$ cat src/cbs_map.svh
// Addresses, bit positions, reset values and sizes of the core bank
// and flag register block.
// Assumes it is included by its bare name; it holds definitions only.
`ifndef CBS_MAP_SVH
`define CBS_MAP_SVH

// Data memory address width and special-function addresses
`define CBS_ADDR_W        7
`define CBS_WIN0_ADDR     7'h00
`define CBS_PTR0_ADDR     7'h01
`define CBS_WIN1_ADDR     7'h02
`define CBS_PTR1_ADDR     7'h03
`define CBS_BANKSEL_ADDR  7'h04
`define CBS_ACCUM_ADDR    7'h05
`define CBS_PCLOW_ADDR    7'h06
`define CBS_TBLPTR_ADDR   7'h07
`define CBS_TBLHI_ADDR    7'h08
`define CBS_FLAG_ADDR     7'h0a
// First general-purpose address; below it lies the special area
`define CBS_SFR_END       7'h40

// Flag register bit positions
`define CBS_F_CARRY       0
`define CBS_F_HALF        1
`define CBS_F_ZERO        2
`define CBS_F_SIGNED      3
`define CBS_F_PDOWN       4
`define CBS_F_WDOG        5

// Reset values
`define CBS_REG_RST       8'h00
`define CBS_FLAG_RST      6'h00
`define CBS_BANK_RST      1'b0

// Program counter and general data memory sizes
`define CBS_PC_W          10
`define CBS_RAM_AW        7
`define CBS_RAM_DEPTH     128

`endif

$ cat src/cbs_pkg.sv
// Types shared by the core bank and flag register block.
// Assumes cbs_map.svh sits in the same folder.
`default_nettype none

package cbs_pkg;
  `include "cbs_map.svh"

  typedef logic [`CBS_ADDR_W-1:0] cbs_addr_t;

  // One data memory access issued by the instruction core
  typedef struct packed {
    logic      valid;
    logic      write;
    cbs_addr_t addr;
    logic [7:0] wdata;
  } cbs_mem_req_t;

  // Operation class of the current ALU step
  typedef enum logic [2:0] {
    CBS_ALU_NONE, CBS_ALU_ADD, CBS_ALU_SUB, CBS_ALU_LOGIC,
    CBS_ALU_RLC, CBS_ALU_RRC, CBS_ALU_MOVE
  } cbs_alu_op_t;

  typedef struct packed {
    cbs_alu_op_t op;
    logic        use_carry;
    logic [7:0]  opa;
    logic [7:0]  opb;
  } cbs_alu_req_t;

  // One-cycle system events from decoder and watchdog
  typedef struct packed {
    logic wdt_timeout;
    logic watchdog_clear_instr;
    logic sleep;
    logic warm_reset;
  } cbs_sys_evt_t;
endpackage : cbs_pkg

`default_nettype wire

$ cat src/cbs_ram.sv
// General-purpose data memory of both banks, one port.
// Assumes the caller never reads and writes in the same cycle.
`timescale 1ns/100ps
`default_nettype none
`include "cbs_map.svh"

module cbs_ram
  import cbs_pkg::*;
(
  // Clock and reset
  input  wire logic                   core_clk,
  input  wire logic                   rst_n,
  // Access port
  input  wire logic                   wr_en,
  input  wire logic                   rd_en,
  input  wire logic [`CBS_RAM_AW-1:0] addr,
  input  wire logic [7:0]             wdata,
  output logic      [7:0]             rdata
);

  // Array holds no reset; contents are undefined at power-up
  logic [7:0] mem [`CBS_RAM_DEPTH];

  always_ff @(posedge core_clk) begin
    if (wr_en) mem[addr] <= wdata;
  end

  // Registered read data, held between reads
  always_ff @(posedge core_clk or negedge rst_n) begin
    if (!rst_n) rdata <= `CBS_REG_RST;
    else if (rd_en) rdata <= mem[addr];
  end

endmodule : cbs_ram

`default_nettype wire

$ cat src/cbs_regs.sv
// Bank select, accumulator, program counter low byte, table read and
// flag register logic of a small 8-bit core.
// Assumes one clock, a decoder issuing one-cycle requests and a
// program memory that answers table fetches on pm_rvalid.
`timescale 1ns/100ps
`default_nettype none
`include "cbs_map.svh"

module cbs_regs
  import cbs_pkg::*;
(
  // Clock and reset
  input  wire logic                 core_clk,
  input  wire logic                 rst_n,
  // Data memory access
  input  wire cbs_mem_req_t         mem_req,
  output logic      [7:0]           rd_data,
  output logic                      rd_valid,
  // ALU step and accumulator
  input  wire cbs_alu_req_t         alu_req,
  output logic      [7:0]           alu_result_holder,
  // System events and visible state
  input  wire cbs_sys_evt_t         sys_evt,
  output logic      [7:0]           flag_register,
  output logic                      bank_select_bit,
  // Program counter
  input  wire logic [`CBS_PC_W-1:0] pc_current,
  output logic                      pc_jump,
  output logic      [`CBS_PC_W-1:0] pc_jump_target,
  output logic                      pipe_bubble,
  // Table read
  input  wire logic                 tbl_fetch,
  output logic                      pm_rd_en,
  output logic      [`CBS_PC_W-1:0] pm_addr,
  input  wire logic                 pm_rvalid,
  input  wire logic [15:0]          pm_rdata,
  output logic                      tbl_low_valid,
  output logic      [7:0]           tbl_low_data
);

  // Architectural and pipeline state
  logic [7:0]             bank0_indirect_pointer;
  logic [7:0]             bank_indirect_pointer;
  logic [7:0]             table_read_pointer;
  logic [7:0]             table_high_byte_latch;
  logic [5:0]             flags;
  logic [5:0]             next_flags;
  logic [7:0]             sfr_q;
  logic                   rd_from_ram;
  logic [7:0]             ram_q;
  logic [7:0]             sfr_rd_val;

  // Address decode of the current access
  wire logic      is_win0  = mem_req.addr == `CBS_WIN0_ADDR;
  wire logic      is_win1  = mem_req.addr == `CBS_WIN1_ADDR;
  wire logic      indirect = is_win0 | is_win1;
  wire cbs_addr_t eff_addr = is_win0 ? bank0_indirect_pointer[6:0] :
                             is_win1 ? bank_indirect_pointer[6:0] :
                                       mem_req.addr;
  // Only the second window adds the bank; direct stays in bank 0
  wire logic eff_bank = is_win1 & bank_select_bit;
  wire logic eff_sfr  = eff_addr < `CBS_SFR_END;
  // A pointer aimed at a window would loop; it is cut off instead
  wire logic eff_win  = indirect & ((eff_addr == `CBS_WIN0_ADDR) |
                                    (eff_addr == `CBS_WIN1_ADDR));
  wire logic access_ok = mem_req.valid & ~eff_win;
  wire logic ram_wr    = access_ok & mem_req.write & ~eff_sfr;
  wire logic ram_rd    = access_ok & ~mem_req.write & ~eff_sfr;
  wire logic sfr_wr    = access_ok & mem_req.write & eff_sfr;
  wire logic [`CBS_RAM_AW-1:0] ram_addr = {eff_bank, eff_addr[5:0]};

  // Per-register write strobes
  wire logic wr_ptr0 = sfr_wr & (eff_addr == `CBS_PTR0_ADDR);
  wire logic wr_ptr1 = sfr_wr & (eff_addr == `CBS_PTR1_ADDR);
  wire logic wr_bank = sfr_wr & (eff_addr == `CBS_BANKSEL_ADDR);
  wire logic wr_accu = sfr_wr & (eff_addr == `CBS_ACCUM_ADDR);
  wire logic wr_pcl  = sfr_wr & (eff_addr == `CBS_PCLOW_ADDR);
  wire logic wr_tptr = sfr_wr & (eff_addr == `CBS_TBLPTR_ADDR);
  wire logic wr_flag = sfr_wr & (eff_addr == `CBS_FLAG_ADDR);

  // Read-back views
  wire logic [7:0] bank_select_pointer = {7'h00, bank_select_bit};
  wire logic [7:0] program_counter_low_byte = pc_current[7:0];
  assign flag_register = {2'b00, flags};

  // Special-function read selection; unmapped reads give zero
  assign sfr_rd_val =
    eff_win                          ? 8'h00 :
    (eff_addr == `CBS_PTR0_ADDR)     ? bank0_indirect_pointer :
    (eff_addr == `CBS_PTR1_ADDR)     ? bank_indirect_pointer :
    (eff_addr == `CBS_BANKSEL_ADDR)  ? bank_select_pointer :
    (eff_addr == `CBS_ACCUM_ADDR)    ? alu_result_holder :
    (eff_addr == `CBS_PCLOW_ADDR)    ? program_counter_low_byte :
    (eff_addr == `CBS_TBLPTR_ADDR)   ? table_read_pointer :
    (eff_addr == `CBS_TBLHI_ADDR)    ? table_high_byte_latch :
    (eff_addr == `CBS_FLAG_ADDR)     ? flag_register : 8'h00;

  // Adder shared by add and subtract; subtract adds the complement
  wire logic is_add = alu_req.op == CBS_ALU_ADD;
  wire logic is_sub = alu_req.op == CBS_ALU_SUB;
  wire logic is_rlc = alu_req.op == CBS_ALU_RLC;
  wire logic is_rrc = alu_req.op == CBS_ALU_RRC;
  wire logic arith  = is_add | is_sub;
  wire logic c_now  = flags[`CBS_F_CARRY];
  wire logic [7:0] opb_eff = is_sub ? ~alu_req.opb : alu_req.opb;
  wire logic cin = alu_req.use_carry ? c_now : is_sub;
  wire logic [4:0] sum_lo = {1'b0, alu_req.opa[3:0]} +
                            {1'b0, opb_eff[3:0]} + {4'h0, cin};
  wire logic [7:0] sum_7  = {1'b0, alu_req.opa[6:0]} +
                            {1'b0, opb_eff[6:0]} + {7'h00, cin};
  wire logic [8:0] sum_8  = {1'b0, alu_req.opa} +
                            {1'b0, opb_eff} + {8'h00, cin};
  wire logic [7:0] alu_res =
    arith  ? sum_8[7:0] :
    is_rlc ? {alu_req.opa[6:0], c_now} :
    is_rrc ? {c_now, alu_req.opa[7:1]} : alu_req.opa;
  wire logic alu_go = alu_req.op != CBS_ALU_NONE;

  // Flag update: ALU beats a same-cycle software write
  wire logic [3:0] sw_arith = wr_flag ? mem_req.wdata[3:0] : flags[3:0];
  always_comb begin
    next_flags = flags;
    next_flags[3:0] = sw_arith;
    if (arith) begin
      next_flags[`CBS_F_CARRY]  = sum_8[8];
      next_flags[`CBS_F_HALF]   = sum_lo[4];
      next_flags[`CBS_F_SIGNED] = sum_7[7] ^ sum_8[8];
    end else if (is_rlc) begin
      next_flags[`CBS_F_CARRY]  = alu_req.opa[7];
    end else if (is_rrc) begin
      next_flags[`CBS_F_CARRY]  = alu_req.opa[0];
    end
    if (arith || alu_req.op == CBS_ALU_LOGIC) begin
      next_flags[`CBS_F_ZERO] = alu_res == 8'h00;
    end
    // Time-out set wins over a clearing instruction in the same cycle
    if (sys_evt.wdt_timeout) begin
      next_flags[`CBS_F_WDOG] = 1'b1;
    end else if (sys_evt.watchdog_clear_instr || sys_evt.sleep) begin
      next_flags[`CBS_F_WDOG] = 1'b0;
    end
    if (sys_evt.sleep) begin
      next_flags[`CBS_F_PDOWN] = 1'b1;
    end else if (sys_evt.watchdog_clear_instr) begin
      next_flags[`CBS_F_PDOWN] = 1'b0;
    end
  end

  // Flags; of the two resets only power-up clears the system flags
  always_ff @(posedge core_clk or negedge rst_n) begin
    if (!rst_n) flags <= `CBS_FLAG_RST;
    else flags <= next_flags;
  end

  // Bank survives a watchdog wake from power-down, nothing else
  wire logic keep_bank = sys_evt.wdt_timeout & flags[`CBS_F_PDOWN];
  always_ff @(posedge core_clk or negedge rst_n) begin
    if (!rst_n) begin
      bank_select_bit <= `CBS_BANK_RST;
    end else if (sys_evt.warm_reset) begin
      if (!keep_bank) bank_select_bit <= `CBS_BANK_RST;
    end else if (wr_bank) begin
      bank_select_bit <= mem_req.wdata[0];
    end
  end

  // Pointers
  always_ff @(posedge core_clk or negedge rst_n) begin
    if (!rst_n) begin
      bank0_indirect_pointer <= `CBS_REG_RST;
      bank_indirect_pointer  <= `CBS_REG_RST;
      table_read_pointer     <= `CBS_REG_RST;
    end else begin
      if (wr_ptr0) bank0_indirect_pointer <= mem_req.wdata;
      if (wr_ptr1) bank_indirect_pointer  <= mem_req.wdata;
      if (wr_tptr) table_read_pointer     <= mem_req.wdata;
    end
  end

  // Every ALU result lands here; moves pass through it
  always_ff @(posedge core_clk or negedge rst_n) begin
    if (!rst_n) alu_result_holder <= `CBS_REG_RST;
    else if (alu_go) alu_result_holder <= alu_res;
    else if (wr_accu) alu_result_holder <= mem_req.wdata;
  end

  // Low byte jump keeps the page; the bubble flushes the fetched word
  always_ff @(posedge core_clk or negedge rst_n) begin
    if (!rst_n) begin
      pc_jump        <= 1'b0;
      pipe_bubble    <= 1'b0;
      pc_jump_target <= '0;
    end else begin
      pc_jump     <= wr_pcl;
      pipe_bubble <= wr_pcl;
      if (wr_pcl) begin
        pc_jump_target <= {pc_current[`CBS_PC_W-1:8], mem_req.wdata};
      end
    end
  end

  // Table fetch in the current page; high byte kept, low byte handed on
  always_ff @(posedge core_clk or negedge rst_n) begin
    if (!rst_n) begin
      pm_rd_en              <= 1'b0;
      pm_addr               <= '0;
      tbl_low_valid         <= 1'b0;
      tbl_low_data          <= `CBS_REG_RST;
      table_high_byte_latch <= `CBS_REG_RST;
    end else begin
      pm_rd_en      <= tbl_fetch;
      tbl_low_valid <= pm_rvalid;
      if (tbl_fetch) begin
        pm_addr <= {pc_current[`CBS_PC_W-1:8], table_read_pointer};
      end
      if (pm_rvalid) begin
        table_high_byte_latch <= pm_rdata[15:8];
        tbl_low_data          <= pm_rdata[7:0];
      end
    end
  end

  // Read pipeline: one cycle for both areas
  always_ff @(posedge core_clk or negedge rst_n) begin
    if (!rst_n) begin
      rd_valid    <= 1'b0;
      rd_from_ram <= 1'b0;
      sfr_q       <= `CBS_REG_RST;
    end else begin
      rd_valid    <= mem_req.valid & ~mem_req.write;
      rd_from_ram <= ram_rd;
      sfr_q       <= sfr_rd_val;
    end
  end

  // Both sources are registered, so the choice adds no path from inputs
  assign rd_data = rd_from_ram ? ram_q : sfr_q;

  cbs_ram u_ram (
    .core_clk (core_clk),
    .rst_n    (rst_n),
    .wr_en    (ram_wr),
    .rd_en    (ram_rd),
    .addr     (ram_addr),
    .wdata    (mem_req.wdata),
    .rdata    (ram_q)
  );
endmodule : cbs_regs

`default_nettype wire

$ cat config.mk
export PLATFORM = sky130hd
export DESIGN_NAME = cbs_regs
export DESIGN_NICKNAME = d
export VERILOG_FILES = /design/src/cbs_pkg.sv /design/src/cbs_ram.sv /design/src/cbs_regs.sv
export VERILOG_INCLUDE_DIRS = /design/src
export SDC_FILE = /design/constraint.sdc
export NUM_CORES = 1
export LEC_CHECK = 0
export ABC_AREA = 1
export BUFFER_PORTS_ARGS = -buffer_cell sky130_fd_sc_hd__buf_2
export CORE_MARGIN = 4
export CORE_UTILIZATION = 30
export CTS_CLUSTER_DIAMETER = 30
export DETAILED_ROUTE_END_ITERATION = 10
export PLACE_DENSITY_LB_ADDON = 0.3
export SLEW_MARGIN = 10
export SYNTH_ARGS = -nofsm -noshare
export SYNTH_HDL_FRONTEND = slang
export SYNTH_SLANG_ARGS = --single-unit
$ cat constraint.sdc
create_clock -name core_clk -period 7.1 [get_ports core_clk]
set_input_delay 0.355 -clock core_clk [delete_from_list [all_inputs] [get_ports core_clk]]
set_output_delay 0.355 -clock core_clk [all_outputs]
set_load 0.02 [all_outputs]
==> out/qor.tcl <==
set qor(design.core.area_um2) 161000
set qor(finalCoreUtilization_pct) 36.9
set qor(synthesis.yosys.warnings) 0
set qor(post-place-cells) 6729
set qor(grt_max_degree) 206
set qor(grtUsageMet1_pct) 23.6
set qor(ctsHtreeMaxLevel) 4
set qor(yosysSeqAreaShare_pct) 68.3
set qor(reg_to_reg_setup_timing_slack_ns) 2.96
set qor(min_to) {u_ram.mem[25][4]}
set qor(worstHoldPathType) {input pin to flip-flop}
set qor(holdCritStartpoint) {mem_req[4]}
set qor(drc_errors) 0
set qor(num-fill-cells) 15865
set qor(post_cts_setup_buffer_count) 0
set qor(drt-total-wl_mm) 152
set qor(numPortBuffers) 126
set qor(std_cell_rows) 147
set qor(rr_startpoint) {bank0_indirect_pointer[0]}
set qor(min_period_over_period_pct) 58.3
set qor(synth.largest_area_cell) {edfxtp_1}
set qor(wire_per_inst_um) 21.0
set qor(height_of_the_die_um) 410
set qor(dr_iter_0_viols) 3847
set qor(cp.arrival_ns) 4.87
set qor(cellLeakagePower_nw) 23.3
set qor(numCtsBuffers) 227
set qor(gr-usage-met3_pct) 3.45
set qor(largest_register_ff_count) 1024
set qor(vdd_drop_max_mv) 0.262
set qor(yosys.area.top_type_share_pct) 63.3
set qor(final-hold-violation-count) 0
set qor(drive_gt1_share_pct) 12.3
set qor(groute.layer.met2.usage_pct) 28.5
set qor(top_regs) {u_ram.mem x1024, pc_jump_target x10, pm_addr x10}
set qor(synth.avg_cell_area_um2) 10.4
set qor(dpl.hpwl_mm) 85.3
set qor(critical_path_required_ns) 7.83
set qor(cts_tree) {done}
set qor(cp_slowest_cell) {buf_4}
set qor(setup_viol) 0
set qor(critical_path_fanouts_max) 176
set qor(timing.fmax_ghz) 0.241
set qor(hold_depth) 1
set qor(first_global_vias) 34538
set qor(boundaryPins) 129
set qor(clock_skews_ns) 0.0493
set qor(grt_first_pass_wirelength_mm) 224
set qor(crit_chain) {nand3_4 -> nand3_4 -> inv_8 -> buf_12 -> buf_4 -> nand2_1 -> nand2_1 -> nand2_1 -> a21oi_1 -> nor2_1 -> nand2_1 -> nand3_1 -> nand3_1 -> nor2_1 -> nor2_1}
set qor(synth.cell_area_um2) 48600
set qor(worst_setup_hold_path_clk_slew_ns) 0.05
set qor(worstRegToRegCells) 15
set qor(final_period_minus_worst_setup_slack_ns) 4.14
set qor(instances_no_fill) 7209
set qor(register_name_with_the_most_flops) {u_ram.mem}
set qor(critical-path-top-cell-by-count) {nand2_1}
set qor(cts-root-to-sink-buffers) 3
set qor(cellPowerDensity_nw_per_um2) 321
set qor(synth.area.top_cells) {edfxtp_1 63%, nand2_1 17%, dfrtp_1 4.9%}
set qor(antenna_found_initial) 6
set qor(setup_tns_ns) 0
set qor(max_cap_violations) 0
set qor(timing_worst_setup_path_type) {flip-flop to flip-flop}
set qor(die_area_um2) 168000
set qor(final_antenna_violating_net_count) 0
set qor(max-slew-margin-rel_pct) 21.5
set qor(dieWidth_um) 410
set qor(netlist_instances) 4667
set qor(worst-slew-pin-transition_ns) 1.18
set qor(synthDistinctLibCells) 51
set qor(rsz0062_at_grt) {false}
set qor(vias) 35282
set qor(critical_path.reg2reg.endpoint) {u_ram.rdata[5]}
set qor(synth-main-ff-cell) {edfxtp_1}
set qor(global_route.peak_usage_layer) {met2}
set qor(cpPeakStageDelay_ns) 0.71
set qor(final_net_count) 4924
set qor(clkSinkCount) 1120
set qor(clock_insertion_delay_worst_skew_ns) 0.82
set qor(detail_route.first_pass.iterations) 5
set qor(yosys_register_bits) 1120
set qor(area_delta_synth_final_pct) 22.2
set qor(viasPerCell) 4.89
set qor(worst_setup_path_end_kind) {flip-flop}
set qor(initial_cell_density_of_the_core_pct) 30.2
set qor(synthArstFlopShare_pct) 8.57
set qor(start_kind) {flip-flop}
set qor(ctsRootBufferMaster) {clkbuf_16}
set qor(grt.total_usage_pct) 17.6
set qor(drv_slew) 0
set qor(routabilityCongestion) 0.884
set qor(status) {complete, no violations}
set qor(synth_enable_flop_cells) 1024
set qor(grt_overflow_total) 0
cell usage after synthesis (26+ instances only):
cell         n
a21oi_1     92
clkbuf_1    72
nand4_1    179
o21ai_0     34
buf_2      148
nand3_1    285
o21ai_1     30
nand2_1   2178
inv_1       71
buf_4       26
nor2_1     267
mux2_2      26
dfrtp_1     96
edfxtp_1  1024
metal layers:
layer | up-vias | part of all wire (%)
li1 | 16246 | -
met1 | 17399 | 42
met2 | 1390 | 47
met3 | 247 | 7.4
met4 | 0 | 2.8
met5 | - | 0
area by class of cell:
class | instances | area (µm²) | share of cell area (%)
inverters | 89 | 352 | 0.592
diodes | 4 | 10.0 | 0.0169
multi-input cells | 3190 | 13800 | 23.2
well taps | 2160 | 2700 | 4.55
clock buffers | 273 | 5910 | 9.97
flip-flops and latches | 1120 | 33200 | 55.9
clock inverters | 157 | 1900 | 3.20
repair buffers | 216 | 1520 | 2.56
power breakdown:
| part | total [W] | switching (W) | internal (W) |
|---|---|---|---|
| Sequential | 0.00732 | 0.0000536 | 0.00727 |
| Clock | 0.0106 | 0.00354 | 0.00708 |
| Combinational | 0.00110 | 0.000822 | 0.000275 |
placed cells by master (no fill, tap or decap), types with 5 or more instances in the layout:
cell           synthesis  layout
nand4_1              179     179
nor2_2                 6       6
o21ai_1               30      30
dlygate4sd3_1          0      46
buf_12                 0       5
nor2_4                 7       7
o21ai_0               34      34
nand3_1              285     284
xnor2_1                8       8
clkinvlp_4             0      27
a21oi_1               92      92
o22ai_1               13      13
ha_1                   7       7
clkbuf_1              72      41
edfxtp_1            1024    1024
nand2_2                8       8
dfrtp_1               96      96
clkinv_4               0      10
buf_2                148     117
inv_2                 14      12
mux2_2                26      26
buf_4                 26      44
bufinv_16              0      32
nor2_1               267     267
inv_1                 71      71
clkinv_16              0       7
clkinv_1               1      31
clkinv_8               0       5
nand3_4                4       7
clkinv_2               0      43
clkbuf_16              0     228
nand2_1             2178    2177
how the worst max path moves through the flow:
stage,from,to,slack [ns],depth (start not counted)
floorplan,alu_req[17],flags[3],4.19,19
global placement,mem_req[8],u_ram.mem[118][2],2.28,14
detailed placement,mem_req[8],u_ram.mem[118][2],2.21,14
CTS,bank0_indirect_pointer[0],u_ram.rdata[5],2.93,15
global route,bank0_indirect_pointer[0],u_ram.rdata[5],2.64,15
finish,bank0_indirect_pointer[0],u_ram.rdata[5],2.96,15
worst max-delay path, delay by kind of cell, from the launching register on:
kind | cells | cell delay [ns]
AO/OA/AOI/OAI | 1 | 0.16
AND/OR/NAND/NOR | 11 | 1.44
buffers and inverters | 3 | 1.86
flip-flops | 1 | 0.44
kinds of logic (layout without fill, tap and decap cells):
family	Yosys count	in the layout	share of synthesized area, %
flip-flops	1120	1120	68.3
multiplexers	26	26	0.603
XOR/XNOR	10	10	0.180
AND/OR/NAND/NOR	2951	2951	25.0
AO/OA/AOI/OAI	192	192	2.23
buffers and inverters	358	735	3.44
adder cells (fa/ha/maj)	9	9	0.263
other	1	6	0.00772
per-stage QoR:
step / power (W) / setup WS, ns / instance area (µm²) / hold WS [ns]
global placement: 0.00851 / 2.28 / 51100 / 0.453
CTS: 0.0192 / 2.93 / 59300 / 0.00707
global route: 0.0196 / 2.64 / 59300 / 0.0286
finish: 0.0190 / 2.96 / 59300 / 0.0409
floorplan: 0.00801 / 4.19 / 48600 / 0.0594
detailed placement: 0.00851 / 2.21 / 51100 / 0.446
timing repair:
item / in CTS / in global routing
gates resized for setup: 0 / 0
hold endpoints to repair: 142 / 0
hold buffers: 46 / 0
No activity file was read; power rests on OpenSTA's default activity.
